<file path="config.mk">
export PLATFORM = sky130hd
export DESIGN_NAME = lsmi_exec
export DESIGN_NICKNAME = d
export VERILOG_FILES = /design/src/lsmi_dummy_end.v /design/src/lsmi_exec.v
export VERILOG_INCLUDE_DIRS = /design/src
export SDC_FILE = /design/constraint.sdc
export NUM_CORES = 1
export LEC_CHECK = 0
export BUFFER_PORTS_ARGS = -buffer_cell sky130_fd_sc_hd__buf_2
export CAP_MARGIN = 0
export CORE_UTILIZATION = 30
export DETAILED_ROUTE_END_ITERATION = 12
export PLACE_DENSITY = 0.61
export SETUP_SLACK_MARGIN = 0.3
export SLEW_MARGIN = 20
export SYNTH_ARGS = -nofsm -noshare
export SYNTH_HDL_FRONTEND = slang
export SYNTH_SLANG_ARGS = --single-unit
</file>
<file path="constraint.sdc">
create_clock -name REF_CLK_I -period 3.5 [get_ports REF_CLK_I]
set_clock_uncertainty 0.05 [all_clocks]
set_input_delay 0.175 -clock REF_CLK_I [delete_from_list [all_inputs] [get_ports REF_CLK_I]]
set_output_delay 0.175 -clock REF_CLK_I [all_outputs]
set_load 0.01 [all_outputs]
</file>
<file path="src/lsmi_map.vh">
/*
 * Register offsets, field positions, reset values and opcodes of the
 * logic/shift/move/indirect execution unit.
 * Assumes inclusion by bare name from the design file only.
 */
`ifndef LSMI_MAP_VH
`define LSMI_MAP_VH

// ==========================================================
// Register byte offsets
`define LSMI_OFS_CMD 8'h00
`define LSMI_OFS_WREG 8'h04
`define LSMI_OFS_STATUS 8'h08
`define LSMI_OFS_PTR0 8'h0C
`define LSMI_OFS_PTR1 8'h10

// ==========================================================
// Command word fields
`define LSMI_CMD_OP_LSB 0
`define LSMI_CMD_OP_MSB 2
`define LSMI_CMD_DEST 3
`define LSMI_CMD_FADDR_LSB 4
`define LSMI_CMD_FADDR_MSB 10
`define LSMI_CMD_PSEL 11
`define LSMI_CMD_MODE_LSB 12
`define LSMI_CMD_MODE_MSB 13
`define LSMI_CMD_REL 14
`define LSMI_CMD_OFS_LSB 16
`define LSMI_CMD_OFS_MSB 21

// ==========================================================
// Status fields
`define LSMI_ST_CARRY 0
`define LSMI_ST_ZERO 1
`define LSMI_ST_BUSY 8

// ==========================================================
// Opcodes
`define LSMI_OP_OR 3'h0
`define LSMI_OP_LSL 3'h1
`define LSMI_OP_LSR 3'h2
`define LSMI_OP_MOVE_FILE 3'h3
`define LSMI_OP_LDIND 3'h4

// ==========================================================
// Pointer modes
`define LSMI_MODE_PREINC 2'h0
`define LSMI_MODE_PREDEC 2'h1
`define LSMI_MODE_POSTINC 2'h2
`define LSMI_MODE_POSTDEC 2'h3

// ==========================================================
// File addresses of the two indirect windows
`define LSMI_FADDR_WIN0 7'h00
`define LSMI_FADDR_WIN1 7'h01

// ==========================================================
// Reset values
`define LSMI_RST_W 8'h00
`define LSMI_RST_PTR 16'h0000
`define LSMI_RST_FLAGS 1'h0

`endif

</file>
<file path="src/lsmi_dummy_end.v">
/*
 * Holds no module: all logic of the execution unit stands in lsmi_exec.v.
 * Assumes nothing of its surroundings.
 */

</file>
<file path="src/lsmi_exec.v">
/*
 * Execution unit for OR-with-file, logical shifts, file move and the
 * indirect load through two 16-bit pointers, commanded over APB.
 * Assumes a data memory on the same clock that answers reads and writes
 * with an acknowledge after any number of wait cycles, and an APB master on REF_CLK_I.
 */
//
// Overview of operation
// - OR working register with file register 0..127; only zero flag changes.
// - Destination bit 0 writes working register; 1 writes back to file.
// - Left shift: bit 7 to carry, bits 6:0 up, zero into bit 0.
// - Right shift: zero into bit 7, bits 7:1 down, bit 0 to carry.
// - File move copies to destination and updates zero flag.
// - Indirect load reads pointer-addressed location into working register, sets zero.
// - Mode 00 pre-inc, 01 pre-dec, 10 post-inc, 11 post-dec.
// - Relative form uses pointer plus signed -32..31; pointer unchanged.
// - Pointer ends old plus one, minus one, or unchanged per mode.
// - Indirect windows have no storage; accesses go to pointer address.
// - Pointers are 16 bits and wrap modulo 65536.
// - Pointer stepping never alters status flags.

`timescale 1ns/1ps
`include "lsmi_map.vh"

module lsmi_exec #(
   parameter AW = 8,
   parameter MAW = 16
) (
   input wire REF_CLK_I,              // 100 MHz core clock
   input wire RESET_N_I,              // Asynchronous reset, active low
   input wire PSEL_I,                 // APB select
   input wire PENABLE_I,              // APB enable
   input wire PWRITE_I,               // APB direction, high for write
   input wire [AW-1:0] PADDR_I,       // APB byte address
   input wire [31:0] PWDATA_I,        // APB write data
   output wire [31:0] PRDATA_O,       // APB read data
   output wire PREADY_O,              // APB ready
   output wire PSLVERR_O,             // APB error for unmapped address
   output wire [MAW-1:0] MEM_ADDR_O,  // Data memory address
   output wire MEM_RD_O,              // Data memory read request
   output wire MEM_WR_O,              // Data memory write request
   output wire [7:0] MEM_WDATA_O,     // Data memory write data
   input wire [7:0] MEM_RDATA_I,      // Data memory read data
   input wire MEM_ACK_I,              // Data memory acknowledge
   output wire BUSY_O                 // Command in progress
);

   // ==========================================================
   // Reset release
   reg rst_meta_r;
   reg rst_sync_r;
   wire rst_n;

   // Entry is immediate; exit waits two edges so no flop leaves reset alone
   always @(posedge REF_CLK_I or negedge RESET_N_I) begin
      if (!RESET_N_I) begin
         rst_meta_r <= 1'h0;
         rst_sync_r <= 1'h0;
      end else begin
         rst_meta_r <= 1'h1;
         rst_sync_r <= rst_meta_r;
      end
   end
   assign rst_n = rst_sync_r;

   // ==========================================================
   // Functions

   // Returns {carry, result}; carry is only meaningful for shifts
   function [8:0] lsmi_alu;
      input [2:0] op;
      input [7:0] w;
      input [7:0] f;
      begin
         case (op)
            `LSMI_OP_OR: lsmi_alu = {1'h0, w | f};
            `LSMI_OP_LSL: lsmi_alu = {f[7], f[6:0], 1'h0};
            `LSMI_OP_LSR: lsmi_alu = {f[0], 1'h0, f[7:1]};
            default: lsmi_alu = {1'h0, f};
         endcase
      end
   endfunction

   // Pointer plus a signed 6-bit literal, modulo 16 bits
   function [15:0] lsmi_add_ofs;
      input [15:0] ptr;
      input [5:0] ofs;
      begin
         lsmi_add_ofs = ptr + {{10{ofs[5]}}, ofs};
      end
   endfunction

   // Register write strobe; writes that land while a command runs are dropped
   function lsmi_wr_hit;
      input wr;
      input [AW-1:0] addr;
      input [AW-1:0] ofs;
      input free;
      begin
         lsmi_wr_hit = wr & (addr == ofs) & free;
      end
   endfunction

   // ==========================================================
   // State
   localparam S_IDLE = 2'h0;
   localparam S_READ = 2'h1;
   localparam S_WRITE = 2'h2;

   reg [1:0] state_r;
   reg [7:0] w_r;
   reg carry_r;
   reg zero_r;
   reg [15:0] ptr0_r;
   reg [15:0] ptr1_r;
   reg [2:0] op_r;
   reg dest_r;
   reg [15:0] addr_r;
   reg [7:0] wdata_r;
   reg ptr_upd_r;
   reg ptr_sel_r;
   reg [15:0] ptr_new_r;
   reg [31:0] prdata_r;
   reg pslverr_r;

   wire apb_setup = PSEL_I & ~PENABLE_I;
   wire apb_wr = PSEL_I & PENABLE_I & PWRITE_I;
   wire idle = (state_r == S_IDLE);
   wire cmd_wr = lsmi_wr_hit(apb_wr, PADDR_I, `LSMI_OFS_CMD, idle);
   wire wreg_wr = lsmi_wr_hit(apb_wr, PADDR_I, `LSMI_OFS_WREG, idle);
   wire ptr0_wr = lsmi_wr_hit(apb_wr, PADDR_I, `LSMI_OFS_PTR0, idle);
   wire ptr1_wr = lsmi_wr_hit(apb_wr, PADDR_I, `LSMI_OFS_PTR1, idle);

   // Command decode from write data
   wire [2:0] c_op = PWDATA_I[`LSMI_CMD_OP_MSB:`LSMI_CMD_OP_LSB];
   wire c_dest = PWDATA_I[`LSMI_CMD_DEST];
   wire [6:0] c_faddr = PWDATA_I[`LSMI_CMD_FADDR_MSB:`LSMI_CMD_FADDR_LSB];
   wire c_psel = PWDATA_I[`LSMI_CMD_PSEL];
   wire [1:0] c_mode = PWDATA_I[`LSMI_CMD_MODE_MSB:`LSMI_CMD_MODE_LSB];
   wire c_rel = PWDATA_I[`LSMI_CMD_REL];
   wire [5:0] c_ofs = PWDATA_I[`LSMI_CMD_OFS_MSB:`LSMI_CMD_OFS_LSB];
   // Undefined opcodes are dropped without an error response
   wire c_valid = (c_op <= `LSMI_OP_LDIND);

   wire [15:0] c_ptr = c_psel ? ptr1_r : ptr0_r;
   wire [15:0] c_inc = c_ptr + 16'h0001;
   wire [15:0] c_dec = c_ptr - 16'h0001;
   // File addresses 0 and 1 have no storage; they stand for the pointed-to byte
   wire c_is_win = (c_faddr == `LSMI_FADDR_WIN0) | (c_faddr == `LSMI_FADDR_WIN1);
   wire [15:0] c_win_ptr = c_faddr[0] ? ptr1_r : ptr0_r;

   reg [15:0] c_ea;
   reg [15:0] c_pnew;

   // Effective address and final pointer of an indirect load
   always @* begin
      c_ea = c_ptr;
      c_pnew = c_ptr;
      if (c_rel) begin
         c_ea = lsmi_add_ofs(c_ptr, c_ofs);
      end else begin
         case (c_mode)
            `LSMI_MODE_PREINC: begin
               c_ea = c_inc;
               c_pnew = c_inc;
            end
            `LSMI_MODE_PREDEC: begin
               c_ea = c_dec;
               c_pnew = c_dec;
            end
            `LSMI_MODE_POSTINC: c_pnew = c_inc;
            `LSMI_MODE_POSTDEC: c_pnew = c_dec;
            default: c_pnew = c_ptr;
         endcase
      end
   end

   wire [8:0] alu = lsmi_alu(op_r, w_r, MEM_RDATA_I);
   wire res_zero = (alu[7:0] == 8'h00);
   wire is_shift = (op_r == `LSMI_OP_LSL) | (op_r == `LSMI_OP_LSR);
   wire to_file = dest_r & (op_r != `LSMI_OP_LDIND);

   // ==========================================================
   // Sequencer, working register, flags and pointers
   always @(posedge REF_CLK_I or negedge rst_n) begin
      if (!rst_n) begin
         state_r <= S_IDLE;
         w_r <= `LSMI_RST_W;
         carry_r <= `LSMI_RST_FLAGS;
         zero_r <= `LSMI_RST_FLAGS;
         ptr0_r <= `LSMI_RST_PTR;
         ptr1_r <= `LSMI_RST_PTR;
         op_r <= `LSMI_OP_OR;
         dest_r <= 1'h0;
         addr_r <= 16'h0000;
         wdata_r <= 8'h00;
         ptr_upd_r <= 1'h0;
         ptr_sel_r <= 1'h0;
         ptr_new_r <= 16'h0000;
      end else begin
         case (state_r)
            S_IDLE: begin
               if (wreg_wr) begin
                  w_r <= PWDATA_I[7:0];
               end
               if (ptr0_wr) begin
                  ptr0_r <= PWDATA_I[15:0];
               end
               if (ptr1_wr) begin
                  ptr1_r <= PWDATA_I[15:0];
               end
               if (cmd_wr & c_valid) begin
                  op_r <= c_op;
                  dest_r <= c_dest;
                  ptr_sel_r <= c_psel;
                  ptr_new_r <= c_pnew;
                  ptr_upd_r <= (c_op == `LSMI_OP_LDIND);
                  if (c_op == `LSMI_OP_LDIND) begin
                     addr_r <= c_ea;
                  end else if (c_is_win) begin
                     addr_r <= c_win_ptr;
                  end else begin
                     addr_r <= {9'h000, c_faddr};
                  end
                  state_r <= S_READ;
               end
            end
            S_READ: begin
               if (MEM_ACK_I) begin
                  zero_r <= res_zero;
                  if (is_shift) begin
                     carry_r <= alu[8];
                  end
                  // Pointer stepping touches no flag
                  if (ptr_upd_r & ~ptr_sel_r) begin
                     ptr0_r <= ptr_new_r;
                  end
                  if (ptr_upd_r & ptr_sel_r) begin
                     ptr1_r <= ptr_new_r;
                  end
                  if (to_file) begin
                     wdata_r <= alu[7:0];
                     state_r <= S_WRITE;
                  end else begin
                     w_r <= alu[7:0];
                     state_r <= S_IDLE;
                  end
               end
            end
            S_WRITE: begin
               if (MEM_ACK_I) begin
                  state_r <= S_IDLE;
               end
            end
            default: state_r <= S_IDLE;
         endcase
      end
   end

   // ==========================================================
   // APB read path, captured in the setup cycle
   reg [31:0] rd_mux;
   reg rd_err;

   always @* begin
      rd_mux = 32'h00000000;
      rd_err = 1'h0;
      case (PADDR_I)
         `LSMI_OFS_CMD: rd_mux = {29'h00000000, op_r};
         `LSMI_OFS_WREG: rd_mux = {24'h000000, w_r};
         `LSMI_OFS_STATUS: begin
            rd_mux[`LSMI_ST_CARRY] = carry_r;
            rd_mux[`LSMI_ST_ZERO] = zero_r;
            rd_mux[`LSMI_ST_BUSY] = ~idle;
         end
         `LSMI_OFS_PTR0: rd_mux = {16'h0000, ptr0_r};
         `LSMI_OFS_PTR1: rd_mux = {16'h0000, ptr1_r};
         default: rd_err = 1'h1;
      endcase
   end

   always @(posedge REF_CLK_I or negedge rst_n) begin
      if (!rst_n) begin
         prdata_r <= 32'h00000000;
         pslverr_r <= 1'h0;
      end else if (apb_setup) begin
         prdata_r <= PWRITE_I ? 32'h00000000 : rd_mux;
         pslverr_r <= rd_err;
      end
   end

   // Every access completes in its first access cycle
   assign PREADY_O = PSEL_I & PENABLE_I;
   assign PRDATA_O = prdata_r;
   assign PSLVERR_O = pslverr_r & PSEL_I & PENABLE_I;

   // Request levels decode straight from the state flop, so they drop with reset
   assign MEM_ADDR_O = addr_r;
   assign MEM_RD_O = (state_r == S_READ);
   assign MEM_WR_O = (state_r == S_WRITE);
   assign MEM_WDATA_O = wdata_r;
   assign BUSY_O = ~idle;

endmodule

</file>
==> parameters.txt, run 1 <==
Parameter                              Value

Outcome
  Status    finished clean

Routing
  Post-DRT Antenna Nets    0
  First-iteration detailed-routing DRC count    603
  Final routed DRC violation total    0
  Aggregate routed wire length    22.6 mm
  Detailed-route via count    6783
  Post-DR wirelength/cell    17.7 um
  Iteration count of the initial detailed-routing pass    5
  Via-per-instance ratio    5.30

Hold path
  Worst Hold End    op_r[0]
  Hold Path Stages    3
  Tightest Hold Check Type    input pin to flip-flop
  Startpoint of the worst hold path    PWDATA_I[0]

Global route
  Wire length of the first global-routing pass    36.0 mm
  Number of global-route vias before repair    6318
  Antenna violations before repair    1
  Overflow left after global routing    0
  Largest net degree at the start of global routing    40
  Global-route usage over all layers    17.8%

Clock network
  Count of buffers added by post-CTS timing repair for setup    0
  Clock tree from TritonCTS    done
  # clock sinks    109
  Clk slew on worst S/H paths    0.08 ns
  Source-to-sink clock delay at the later pin of the worst-skew pair    0.36 ns
  Longest Clk Path Bufs    2
  Clock root cell    sky130_fd_sc_hd__clkbuf_16
  Total number of H-tree levels    3
  TritonCTS buffer count    9

Critical path
  Worst Path Required    3.69 ns
  Reg-to-Reg Start    ptr1_r[2]
  Worst r2r dst    MEM_ADDR_O[13]
  Worst Setup End Kind    flip-flop
  Crit-path max FO    8
  Worst reg2reg setup slack    0.45 ns
  Depth of the most critical reg-to-reg path    10
  Top delay family on crit path    compound AO/OA/AOI/OAI gates
  Largest incremental delay on the critical path    0.49 ns
  Most numerous cell on the critical path    sky130_fd_sc_hd__o21ai_0
  Slowest stage cell, crit path    sky130_fd_sc_hd__dfrtp_1
  Crit path kind    flip-flop to flip-flop
  Worst path depth    10
  Series of cell instances along the critical path    mux2i_1 > inv_1 > ha_1 > o21ai_0 > o21ai_0 > a31oi_1 > o221ai_1 > xor2_1 > a211oi_1 > a21oi_1
  Critical path data arrival time    3.25 ns
  Launching element type of the critical path    flip-flop
  Count of buffering cells on the critical path with inverters included    1

Final layout
  Share of cells above drive strength 1    17.4%
  Combined area of the multi-input logic cells    4380 um^2
  Area occupied by registers    2730 um^2
  Filler cell count in the final layout    2550
  Synthesis-to-finish area growth    13.8%
  Number of nets at the end of the flow    1021
  Final cell count without fillers    1279

Power and ir drop
  Total power per unit cell area    331 nW/um^2
  Worst supply voltage drop on vdd    0.000201 V
  Leak    3.89 nW

Die
  Die boundary width    160 um
  Number of rows created at floorplan    57
  Die ar.    25700 um^2
  Overall die height    160 um
  Top Ports    115
  Starting density of the core    30.8%
  Core area    24500 um^2

Timing
  Final worst-path cycle share    87.3%
  Max Freq    0.327 GHz
  Final count of negative-setup-slack endpoints    0
  Worst Tran Pin Value    0.970 ns
  Fin. max-slew vios    0
  Worst slew margin relative to its limit    35.3%
  Setup TNS    0 ns
  Unrepaired setup endpoints after global routing    true
  Number of hold-slack violations in the final timing report    0
  Fin crit period    3.05 ns

Synth
  Async S/R FF share, synth    100%
  Count of mapped cells out of synthesis    884
  Post-synth EDFFs    0
  Number of warnings reported in the yosys synthesis log    0
  Yosys cell types    82
  Sequential area share after synthesis    36.3%
  Total of flip-flops plus latches after synthesis    109
  Average size of a mapped cell    8.51 um^2
  Mapped cell area    7520 um^2
  Prevailing post-synth register cell    sky130_fd_sc_hd__dfrtp_1

Placed design
  Weighted congestion reported at the end of routability-driven placement    0.858
  Number of instances in the placed design    1261
  I/O Buffers    88
  HPWL after detailed placement    17.1 mm

Job
  Number of violations of the max-capacitance limit    0
## state kept, by name, indices dropped and copies added (netlist names)
signal / cells
MEM_ADDR_O: 16
MEM_WDATA_O: 8
PRDATA_O: 16
carry_r: 1
dest_r: 1
op_r: 3
pslverr_r: 1
ptr0_r: 16
ptr1_r: 16
ptr_new_r: 16
ptr_sel_r: 1
ptr_upd_r: 1
rst_meta_r: 1
rst_n: 1
state_r: 2
w_r: 8
zero_r: 1
## worst max-delay path by stage
stage | startpoint | slack [ns] | end
finish | ptr1_r[2] | 0.45 | MEM_ADDR_O[13]
detailed placement | PWDATA_I[11] | 0.36 | MEM_ADDR_O[12]
global route | ptr1_r[2] | 0.23 | MEM_ADDR_O[9]
floorplan | PWDATA_I[11] | 0.62 | MEM_ADDR_O[9]
global placement | PWDATA_I[11] | 0.44 | MEM_ADDR_O[9]
CTS | ptr1_r[2] | 0.51 | MEM_ADDR_O[13]
## cell usage in the layout (no fill, tap or decap), drive strengths merged, types with 21 or more instances in the layout
cell   instances
nand2        116
a21oi         53
mux2          21
nor2          93
dfrtp        109
xnor2         30
o21ai        101
nor3          21
mux2i         34
buf          109
inv           24
## per-stage QoR
stage               cell area, um^2  power [mW]  hold slack, ns  setup WS [ns]  utilization, %
global placement               8210        1.69         -0.0857          0.440            33.6
floorplan                      7580        1.58          -0.171          0.622               -
global route                   8560        2.95          0.0345          0.234            35.0
detailed placement             8210        1.69         -0.0864          0.355            33.6
finish                         8560        2.83          0.0303          0.446            35.0
CTS                            8550        2.86          0.0107          0.509            35.0
## cell families after synthesis
group | Yosys count | synth area share (%)
AND/OR/NAND/NOR | 302 | 19.2
AO/OA/AOI/OAI | 267 | 22.8
flip-flops | 109 | 36.3
buffers and inverters | 94 | 6.30
multiplexers | 55 | 8.03
XOR/XNOR | 37 | 4.31
adder cells (fa/ha/maj) | 18 | 3.09
other | 2 | 0.0998
## where the power goes
group / internal [mW] / switching (mW)
sequential: 1.28 / 0.0331
clock: 0.653 / 0.509
combinational: 0.135 / 0.222
## per-layer routing
metal	wire (um)	GRT usage [%]
met5	8	0
met2	9810	26.5
met4	310	4.76
met1	11200	26.7
met3	1280	2.58
## Yosys cell counts (9+ instances only)
library cell	count	area, um^2
sky130_fd_sc_hd__mux2i_1	33	330
sky130_fd_sc_hd__clkbuf_1	33	124
sky130_fd_sc_hd__ha_1	17	213
sky130_fd_sc_hd__dfrtp_1	109	2730
sky130_fd_sc_hd__inv_1	23	86.3
sky130_fd_sc_hd__o21ai_0	78	390
sky130_fd_sc_hd__buf_4	18	135
sky130_fd_sc_hd__and3_1	10	62.6
sky130_fd_sc_hd__xnor2_1	30	263
sky130_fd_sc_hd__nor2_1	90	338
sky130_fd_sc_hd__a222oi_1	11	110
sky130_fd_sc_hd__mux2_2	16	180
sky130_fd_sc_hd__a21boi_0	9	67.6
sky130_fd_sc_hd__a21oi_1	51	255
sky130_fd_sc_hd__nor3_1	20	100
sky130_fd_sc_hd__o21ai_1	23	115
sky130_fd_sc_hd__nand3_1	9	45.0
sky130_fd_sc_hd__o31ai_1	9	67.6
sky130_fd_sc_hd__nand2_1	115	432
sky130_fd_sc_hd__buf_2	12	60.1
sky130_fd_sc_hd__a22oi_1	11	82.6
## tightest hold or removal path, stage by stage
cell and delay (ns):
sky130_fd_sc_hd__buf_2 0.12, sky130_fd_sc_hd__nand2_1 0.06, sky130_fd_sc_hd__nand2_1 0.05
## timing repair
action | 4_1_cts | 5_1_grt
hold buffers | 1 | 0
gates resized for setup | 0 | 1
endpoints found under the hold margin | 2 | 0
setup endpoints to repair | 0 | 4
## final cells by class
| type | instances | area share [%] |
|---|---|---|
| Sequential cell | 109 | 31.9 |
| Clock inverter | 6 | 1.10 |
| Clock buffer | 10 | 2.79 |
| Inverter | 23 | 1.01 |
| Antenna cell | 1 | 0.0292 |
| Tap cell | 324 | 4.74 |
| Timing Repair Buffer | 110 | 7.25 |
| Multi-Input combinational cell | 696 | 51.2 |
No activity file was read; power rests on OpenSTA's default activity.
==> inputs of run 2 (changes only) <==
--- a/config.mk
+++ b/config.mk
@@ -6,6 +6,7 @@
 export SDC_FILE = /design/constraint.sdc
 export NUM_CORES = 1
 export LEC_CHECK = 0
+export ABC_AREA = 1
 export BUFFER_PORTS_ARGS = -buffer_cell sky130_fd_sc_hd__buf_2
 export CAP_MARGIN = 0
 export CORE_UTILIZATION = 30
==> parameters.txt, run 2 <==
Parameter                              Value

Timing
  Number of hold-slack violations in the final timing report    0 (unchanged)
  Setup TNS    0 ns (unchanged)
  Final worst-path cycle share    74.6% (-13 points)
  Fin. max-slew vios    0 (unchanged)
  Fin crit period    2.61 ns (-0.442 ns)
  Max Freq    0.383 GHz (+17%)
  Worst slew margin relative to its limit    45.3% (+9.9 points)
  Worst Tran Pin Value    0.813 ns (-0.157 ns)
  Final count of negative-setup-slack endpoints    0 (unchanged)
  Unrepaired setup endpoints after global routing    false

Power and ir drop
  Proportion of total power due to net switching    36.2% (+9.2 points)
  Combinational share of power    27.5% (+15 points)
  Internal portion of total power    2.11 mW (+2.3%)
  Leak    4.55 nW (+17%)
  Clock power share    30.2% (-11 points)
  Total power per unit cell area    369 nW/um^2 (+12%)
  Share of total power in sequential cells    42.4% (-3.9 points)
  Switching power total    1.20 mW (+57%)
  Worst supply voltage drop on vdd    0.000200 V (-0.39%)

Clock network
  TritonCTS buffer count    9 (unchanged)
  Clock root cell    sky130_fd_sc_hd__clkbuf_16
  Total number of H-tree levels    3 (unchanged)
  Longest Clk Path Bufs    2 (unchanged)
  # clock sinks    109 (unchanged)
  Source-to-sink clock delay at the later pin of the worst-skew pair    0.36 ns (about the same)
  Clock tree from TritonCTS    done
  Clk slew on worst S/H paths    0.08 ns (about the same)
  PostCTS Resize Cnt    0 (unchanged)

Placed design
  Weighted congestion reported at the end of routability-driven placement    0.919 (+7.1%)
  I/O Buffers    88 (unchanged)
  HPWL after detailed placement    19.6 mm (+15%)

Final layout
  Share of cells above drive strength 1    13.6% (-3.8 points)
  Diodes inserted    0 (-1)
  Number of nets at the end of the flow    1315 (+29%)
  Commonest non-fill, non-tap cells in the layout    sky130_fd_sc_hd__nand2_1, sky130_fd_sc_hd__inv_1, sky130_fd_sc_hd__o21ai_0, sky130_fd_sc_hd__dfrtp_1, sky130_fd_sc_hd__nor2_1
  Leading cell type in the layout, fill and taps excluded    sky130_fd_sc_hd__nand2_1
  Filler cell count in the final layout    2814 (+10%)
  Post-layout util    34.5% (-0.50 points)
  Synthesis-to-finish area growth    12.8%

Routing
  Iteration count of the initial detailed-routing pass    5 (unchanged)
  First-iteration detailed-routing DRC count    832 (+38%)
  Aggregate routed wire length    25.6 mm (+13%)
  Via-per-instance ratio    5.04 (-4.9%)
  Final routed DRC violation total    0 (unchanged)
  Detailed-route via count    7984 (+18%)
  Post-DRT Antenna Nets    0 (unchanged)
  Post-DR wirelength/cell    16.2 um (-8.6%)

Synth
  Mapped cell area    7950 um^2 (+5.6%)
  Sequential area share after synthesis    34.3% (-1.9 points)
  Async S/R FF share, synth    100% (unchanged)
  Average size of a mapped cell    6.79 um^2 (-20%)
  Top post-synthesis cells by area    sky130_fd_sc_hd__dfrtp_1, sky130_fd_sc_hd__nand2_1, sky130_fd_sc_hd__o21ai_0
  Number of warnings reported in the yosys synthesis log    0 (unchanged)
  Prevailing post-synth register cell    sky130_fd_sc_hd__dfrtp_1
  Yosys cell types    51 (-38%)
  Most frequent cell after synthesis    sky130_fd_sc_hd__nand2_1
  Most frequent cells after synthesis    sky130_fd_sc_hd__nand2_1, sky130_fd_sc_hd__inv_1, sky130_fd_sc_hd__o21ai_0, sky130_fd_sc_hd__dfrtp_1, sky130_fd_sc_hd__nor2_1
  Count of mapped cells out of synthesis    1170 (+32%)
  Post-synth EDFFs    0 (unchanged)
  Area share of the largest cell type after synthesis    34.3% (-1.9 points)
  Total of flip-flops plus latches after synthesis    109 (unchanged)
  Library cell with the largest summed area after synthesis    sky130_fd_sc_hd__dfrtp_1

Global route
  Largest net degree at the start of global routing    70 (+75%)
  Number of global-route vias before repair    7529 (+19%)
  Global-route usage over all layers    19.4% (+1.5 points)
  Overflow left after global routing    0 (unchanged)
  Antenna violations before repair    2 (+1)
  Wire length of the first global-routing pass    40.9 mm (+13%)

Die
  Top Ports    115 (unchanged)
  Core area    26000 um^2 (+6.2%)
  Die boundary width    165 um (+2.7%)
  Number of rows created at floorplan    59 (+3.5%)
  Overall die height    165 um (+2.7%)
  Die ar.    27100 um^2 (+5.6%)
  Starting density of the core    30.6% (-0.17 points)

Job
  Number of violations of the max-capacitance limit    0 (unchanged)

Hold path
  Tightest Hold Check Type    input pin to flip-flop

Critical path
  Critical path data arrival time    2.79 ns (-0.46 ns)
  Worst Path Required    3.67 ns (-0.02 ns)
  Worst Setup End Kind    flip-flop
  Crit path kind    flip-flop to flip-flop
  Launching element type of the critical path    flip-flop
  Crit-path max FO    21 (+13)

Outcome
  Status    finished clean
[run 2: changes by cell type in the layout (fill, tap and decap cells not counted), moves of 27 or more]
cell and delta:
sky130_fd_sc_hd__nand3_1 +73, sky130_fd_sc_hd__o21ai_0 +36, sky130_fd_sc_hd__mux2i_1 -33, sky130_fd_sc_hd__xnor2_1 -27, sky130_fd_sc_hd__inv_1 +104, sky130_fd_sc_hd__nand2_1 +217
[run 2: power by group through the flow]
stage          combinational (mW)  clock, mW  sequential [mW]
2_1_floorplan               0.652          0             1.42
3_3_place_gp                0.883          0             1.42
3_5_place_dp                0.894          0             1.43
4_1_cts                     0.899       1.02             1.40
5_1_grt                      1.03       1.06             1.41
6_report                    0.909      0.999             1.40
[run 2: area by class of cell]
class,instances,area [um^2],area share [%]
clock inverter,7,57.6,0.642
inverter,133,504,5.62
timing repair buffer,101,571,6.36
multi-input combinational,889,4460,49.7
tap,335,419,4.68
sequential,109,2730,30.5
clock buffer,9,225,2.51
[run 2: worst paths after layout]
path / from / to / slack (ns) / depth (start not counted)
setup / recovery: state_r[1] / ptr1_r[9] / 0.89 / 8
hold / removal: MEM_ACK_I / state_r[1] / 0.06 / 4
setup reg to reg: state_r[1] / ptr1_r[9] / 0.89 / 8
hold reg to reg: rst_n / PRDATA_O[13] / 0.27 / 0
max in group asynchronous: rst_n / MEM_ADDR_O[1] / 2.34 / 1
min in group asynchronous: RESET_N_I / rst_n / 0.08 / 2
[run 2: through the flow]
stage	power [mW]	hold WS (ns)	worst slack, ns	area, um^2	cells
after floorplan	2.07	-0.171	1.27	8000	1185
after global placement	2.31	-0.0875	0.674	8650	1564
after detailed placement	2.32	-0.0863	0.616	8650	1564
after CTS	3.32	0.0616	0.880	8960	1583
after global routing	3.50	0.0766	0.546	8960	1583
final	3.31	0.0647	0.888	8960	1583
[run 2: logic make-up (layout without fill, tap and decap cells)]
family                     Yosys count  in the layout  synth area share [%]
and+or+nand+nor                    564            564                  30.5
AOI/OAI and AO/OA                  276            276                  20.3
adders and majority gates           18             18                  2.93
DFF                                109            109                  34.3
other                                2             17                0.0945
xor gates and xnor gates            13             13                  1.43
muxes                                1              1                 0.142
buffers and inverters              187            250                  10.3
[run 2: worst max-delay path, stage by stage (launching register included)]
cell	delay, ns
sky130_fd_sc_hd__dfrtp_1	0.41
sky130_fd_sc_hd__nor2_2	0.25
sky130_fd_sc_hd__inv_1	0.40
sky130_fd_sc_hd__a21oi_1	0.25
sky130_fd_sc_hd__nor2_1	0.06
sky130_fd_sc_hd__nand2_1	0.43
sky130_fd_sc_hd__inv_1	0.38
sky130_fd_sc_hd__nand2_1	0.14
sky130_fd_sc_hd__o21ai_0	0.08
[run 2: repair_timing]
action,in CTS,in global routing
hold buffers,3,0
buffers inserted,0,0
hold endpoints to repair,4,0
[run 2: metal layers]
layer	vias to the layer above	GRT usage (%)	part of all wire, %
li1	3983	-	-
met1	3691	27.2	47
met2	274	31.2	46
met3	34	2.26	5.4
met4	2	5.30	1.7
met5	-	0	0.051
==> inputs of run 3 (changes only) <==
--- a/config.mk
+++ b/config.mk
@@ -6,7 +6,7 @@
 export SDC_FILE = /design/constraint.sdc
 export NUM_CORES = 1
 export LEC_CHECK = 0
-export ABC_AREA = 1
+export ABC_AREA = 0
 export BUFFER_PORTS_ARGS = -buffer_cell sky130_fd_sc_hd__buf_2
 export CAP_MARGIN = 0
 export CORE_UTILIZATION = 30
==> constraint.sdc (replaced) <==
create_clock -name REF_CLK_I -period 2.15 [get_ports REF_CLK_I]
set_clock_uncertainty 0.05 [all_clocks]
set_input_delay 0.1075 -clock REF_CLK_I [delete_from_list [all_inputs] [get_ports REF_CLK_I]]
set_output_delay 0.1075 -clock REF_CLK_I [all_outputs]
set_load 0.01 [all_outputs]
==> parameters.txt, run 3 (same netlist as run 1, synthesis figures left out) <==
Parameter                              Value

Critical path
  Series of cell instances along the critical path    mux2i_4 > inv_2 > buf_4 > ha_4 > and4b_1 > a41oi_2 > buf_4 > nor3_2 > a22oi_2 > o21a_1 > o31ai_1 > a221o_1
  Crit-path max FO    4 (-81%)
  Crit path kind    flip-flop to flip-flop
  Worst Path Required    2.35 ns (-1.32 ns)
  Critical path data arrival time    2.74 ns (-0.05 ns)
  Top delay family on crit path    compound AO/OA/AOI/OAI gates
  Largest incremental delay on the critical path    0.42 ns (about the same)
  Worst Setup End Kind    flip-flop
  Slowest stage cell, crit path    sky130_fd_sc_hd__dfrtp_1
  Count of buffering cells on the critical path with inverters included    3 (+1)
  Most numerous cell on the critical path    sky130_fd_sc_hd__buf_4
  Launching element type of the critical path    flip-flop

Timing
  Worst Tran Pin Value    0.533 ns (-0.280 ns)
  Smallest setup slack after layout    -0.383 ns (-1.27 ns)
  Fin. max-slew vios    0 (unchanged)
  Final worst-path cycle share    118% (+43 points)
  Unrepaired setup endpoints after global routing    true
  Worst slew margin relative to its limit    64.5% (+19 points)
  Number of hold-slack violations in the final timing report    0 (unchanged)
  Fin crit period    2.53 ns (-0.0785 ns)
  Final count of negative-setup-slack endpoints    17 (+17)
  Hold Worst Slack    0.0118 ns (-0.0529 ns)
  Max Freq    0.395 GHz (+3.1%)

Power and ir drop
  Total power per unit cell area    448 nW/um^2 (+21%)
  Worst supply voltage drop on vdd    0.000262 V (+31%)
  Tot Pwr    4.71 mW (+42%)
  Leak    4.79 nW (+5.1%)

Routing
  Aggregate routed wire length    26.0 mm (+1.4%)
  Via-per-instance ratio    5.24 (+3.9%)
  First-iteration detailed-routing DRC count    561 (-33%)
  Iteration count of the initial detailed-routing pass    6 (+1)
  Final routed DRC violation total    0 (unchanged)
  Post-DRT Antenna Nets    0 (unchanged)
  Post-DR wirelength/cell    18.1 um (+12%)
  Detailed-route via count    7526 (-5.7%)

Global route
  Global-route usage over all layers    20.4% (+1.0 points)
  Overflow left after global routing    0 (unchanged)
  Largest net degree at the start of global routing    39 (-44%)
  Wire length of the first global-routing pass    41.0 mm (+0.25%)
  Antenna violations before repair    0 (-2)
  Number of global-route vias before repair    7282 (-3.3%)

Final layout
  Share of cells above drive strength 1    36.3% (+23 points)
  Diodes inserted    0 (unchanged)
  Commonest non-fill, non-tap cells in the layout    sky130_fd_sc_hd__buf_4, sky130_fd_sc_hd__nand2_1, sky130_fd_sc_hd__dfrtp_1, sky130_fd_sc_hd__buf_2, sky130_fd_sc_hd__nor2_1
  Leading cell type in the layout, fill and taps excluded    sky130_fd_sc_hd__buf_4
  Number of nets at the end of the flow    1180 (-10%)
  Synthesis-to-finish area growth    39.7%
  Post-layout util    43.0% (+8.5 points)
  Final cell count without fillers    1436 (-9.3%)

Outcome
  Failing checks    negative setup slack
  Status    finished, violations left

Clock network
  Clock root cell    sky130_fd_sc_hd__clkbuf_16
  Source-to-sink clock delay at the later pin of the worst-skew pair    0.37 ns (about the same)
  TritonCTS buffer count    9 (unchanged)
  Clk slew on worst S/H paths    0.07 ns (about the same)
  Longest Clk Path Bufs    2 (unchanged)
  Total number of H-tree levels    3 (unchanged)
  Clock tree from TritonCTS    done
  # clock sinks    109 (unchanged)

Die
  Overall die height    160 um (-2.7%)
  Top Ports    115 (unchanged)
  Die ar.    25700 um^2 (-5.3%)
  Core area    24500 um^2 (-5.9%)
  Die boundary width    160 um (-2.7%)
  Number of rows created at floorplan    57 (-3.4%)
  Starting density of the core    30.8% (+0.17 points)

Placed design
  Pre-CTS setup slack    -0.534 ns (-1.15 ns)
  I/O Buffers    88 (unchanged)
  HPWL after detailed placement    19.6 mm (+0.30%)
  Weighted congestion reported at the end of routability-driven placement    0.892 (-2.9%)
  Number of instances in the placed design    1387 (-11%)

Job
  Number of violations of the max-capacitance limit    0 (unchanged)

Hold path
  Tightest Hold Check Type    input pin to flip-flop
## run 3: timing repair
item,4_1_cts,5_1_grt
buffers inserted,18,9
cloned,1,0
hold endpoints to repair,6,0
gates resized for setup,77,52
pin swaps,47,31
hold buffers,6,0
setup endpoints to repair,39,42
## run 3: final cells by class
type	instances	area, um^2
clock buffers	11	243
flip-flops and latches	109	2740
fillers	2378	13900
multi-input cells	697	5000
inverters	23	88.8
clock inverters	4	56.3
well taps	324	405
repair buffers	268	1980
## run 3: routing by layer
layer	wire, um	global-route usage [%]	vias to the layer above
li1	-	-	3610
met3	1820	3.23	32
met4	523	6.10	0
met2	11600	31.6	310
met1	12000	29.1	3574
met5	0	0	-
## run 3: where the power goes
group	switching [mW]	internal, mW	leakage, nW	total (mW)
Sequential	0.0450	2.08	1.50	2.13
Combinational	0.447	0.365	3.14	0.812
Clock	0.831	0.943	0.147	1.77
Total	1.32	3.39	4.79	4.71
## run 3: stage by stage
step / setup TNS (ns) / area [um^2]
after global placement: -5.83 / 9430
after detailed placement: -6.23 / 9430
after global routing: -6.64 / 10500
final: -4.34 / 10500
after floorplan: -1.91 / 7840
after CTS: -3.85 / 10200
## run 3: final timing paths
check	slack (ns)	cells past startpoint	start	to
worst min register to register	0.24	0	rst_n	MEM_WDATA_O[5]
max in group asynchronous	1.18	1	rst_n	MEM_ADDR_O[8]
worst max-delay path	-0.38	12	ptr0_r[0]	MEM_ADDR_O[8]
min in group asynchronous	0.24	0	rst_n	MEM_WDATA_O[5]
worst min-delay path	0.01	3	PWDATA_I[15]	ptr1_r[15]
worst max register to register	-0.38	12	ptr0_r[0]	MEM_ADDR_O[8]
## run 3: worst register-to-register path, delay by kind of cell (launching register included)
kind            cells  cell delay (ns)
simple gates        2             0.26
mux                 1             0.22
compound gates      5             0.92
buf+inv             3             0.40
flops               1             0.42
fa+ha+maj           1             0.15
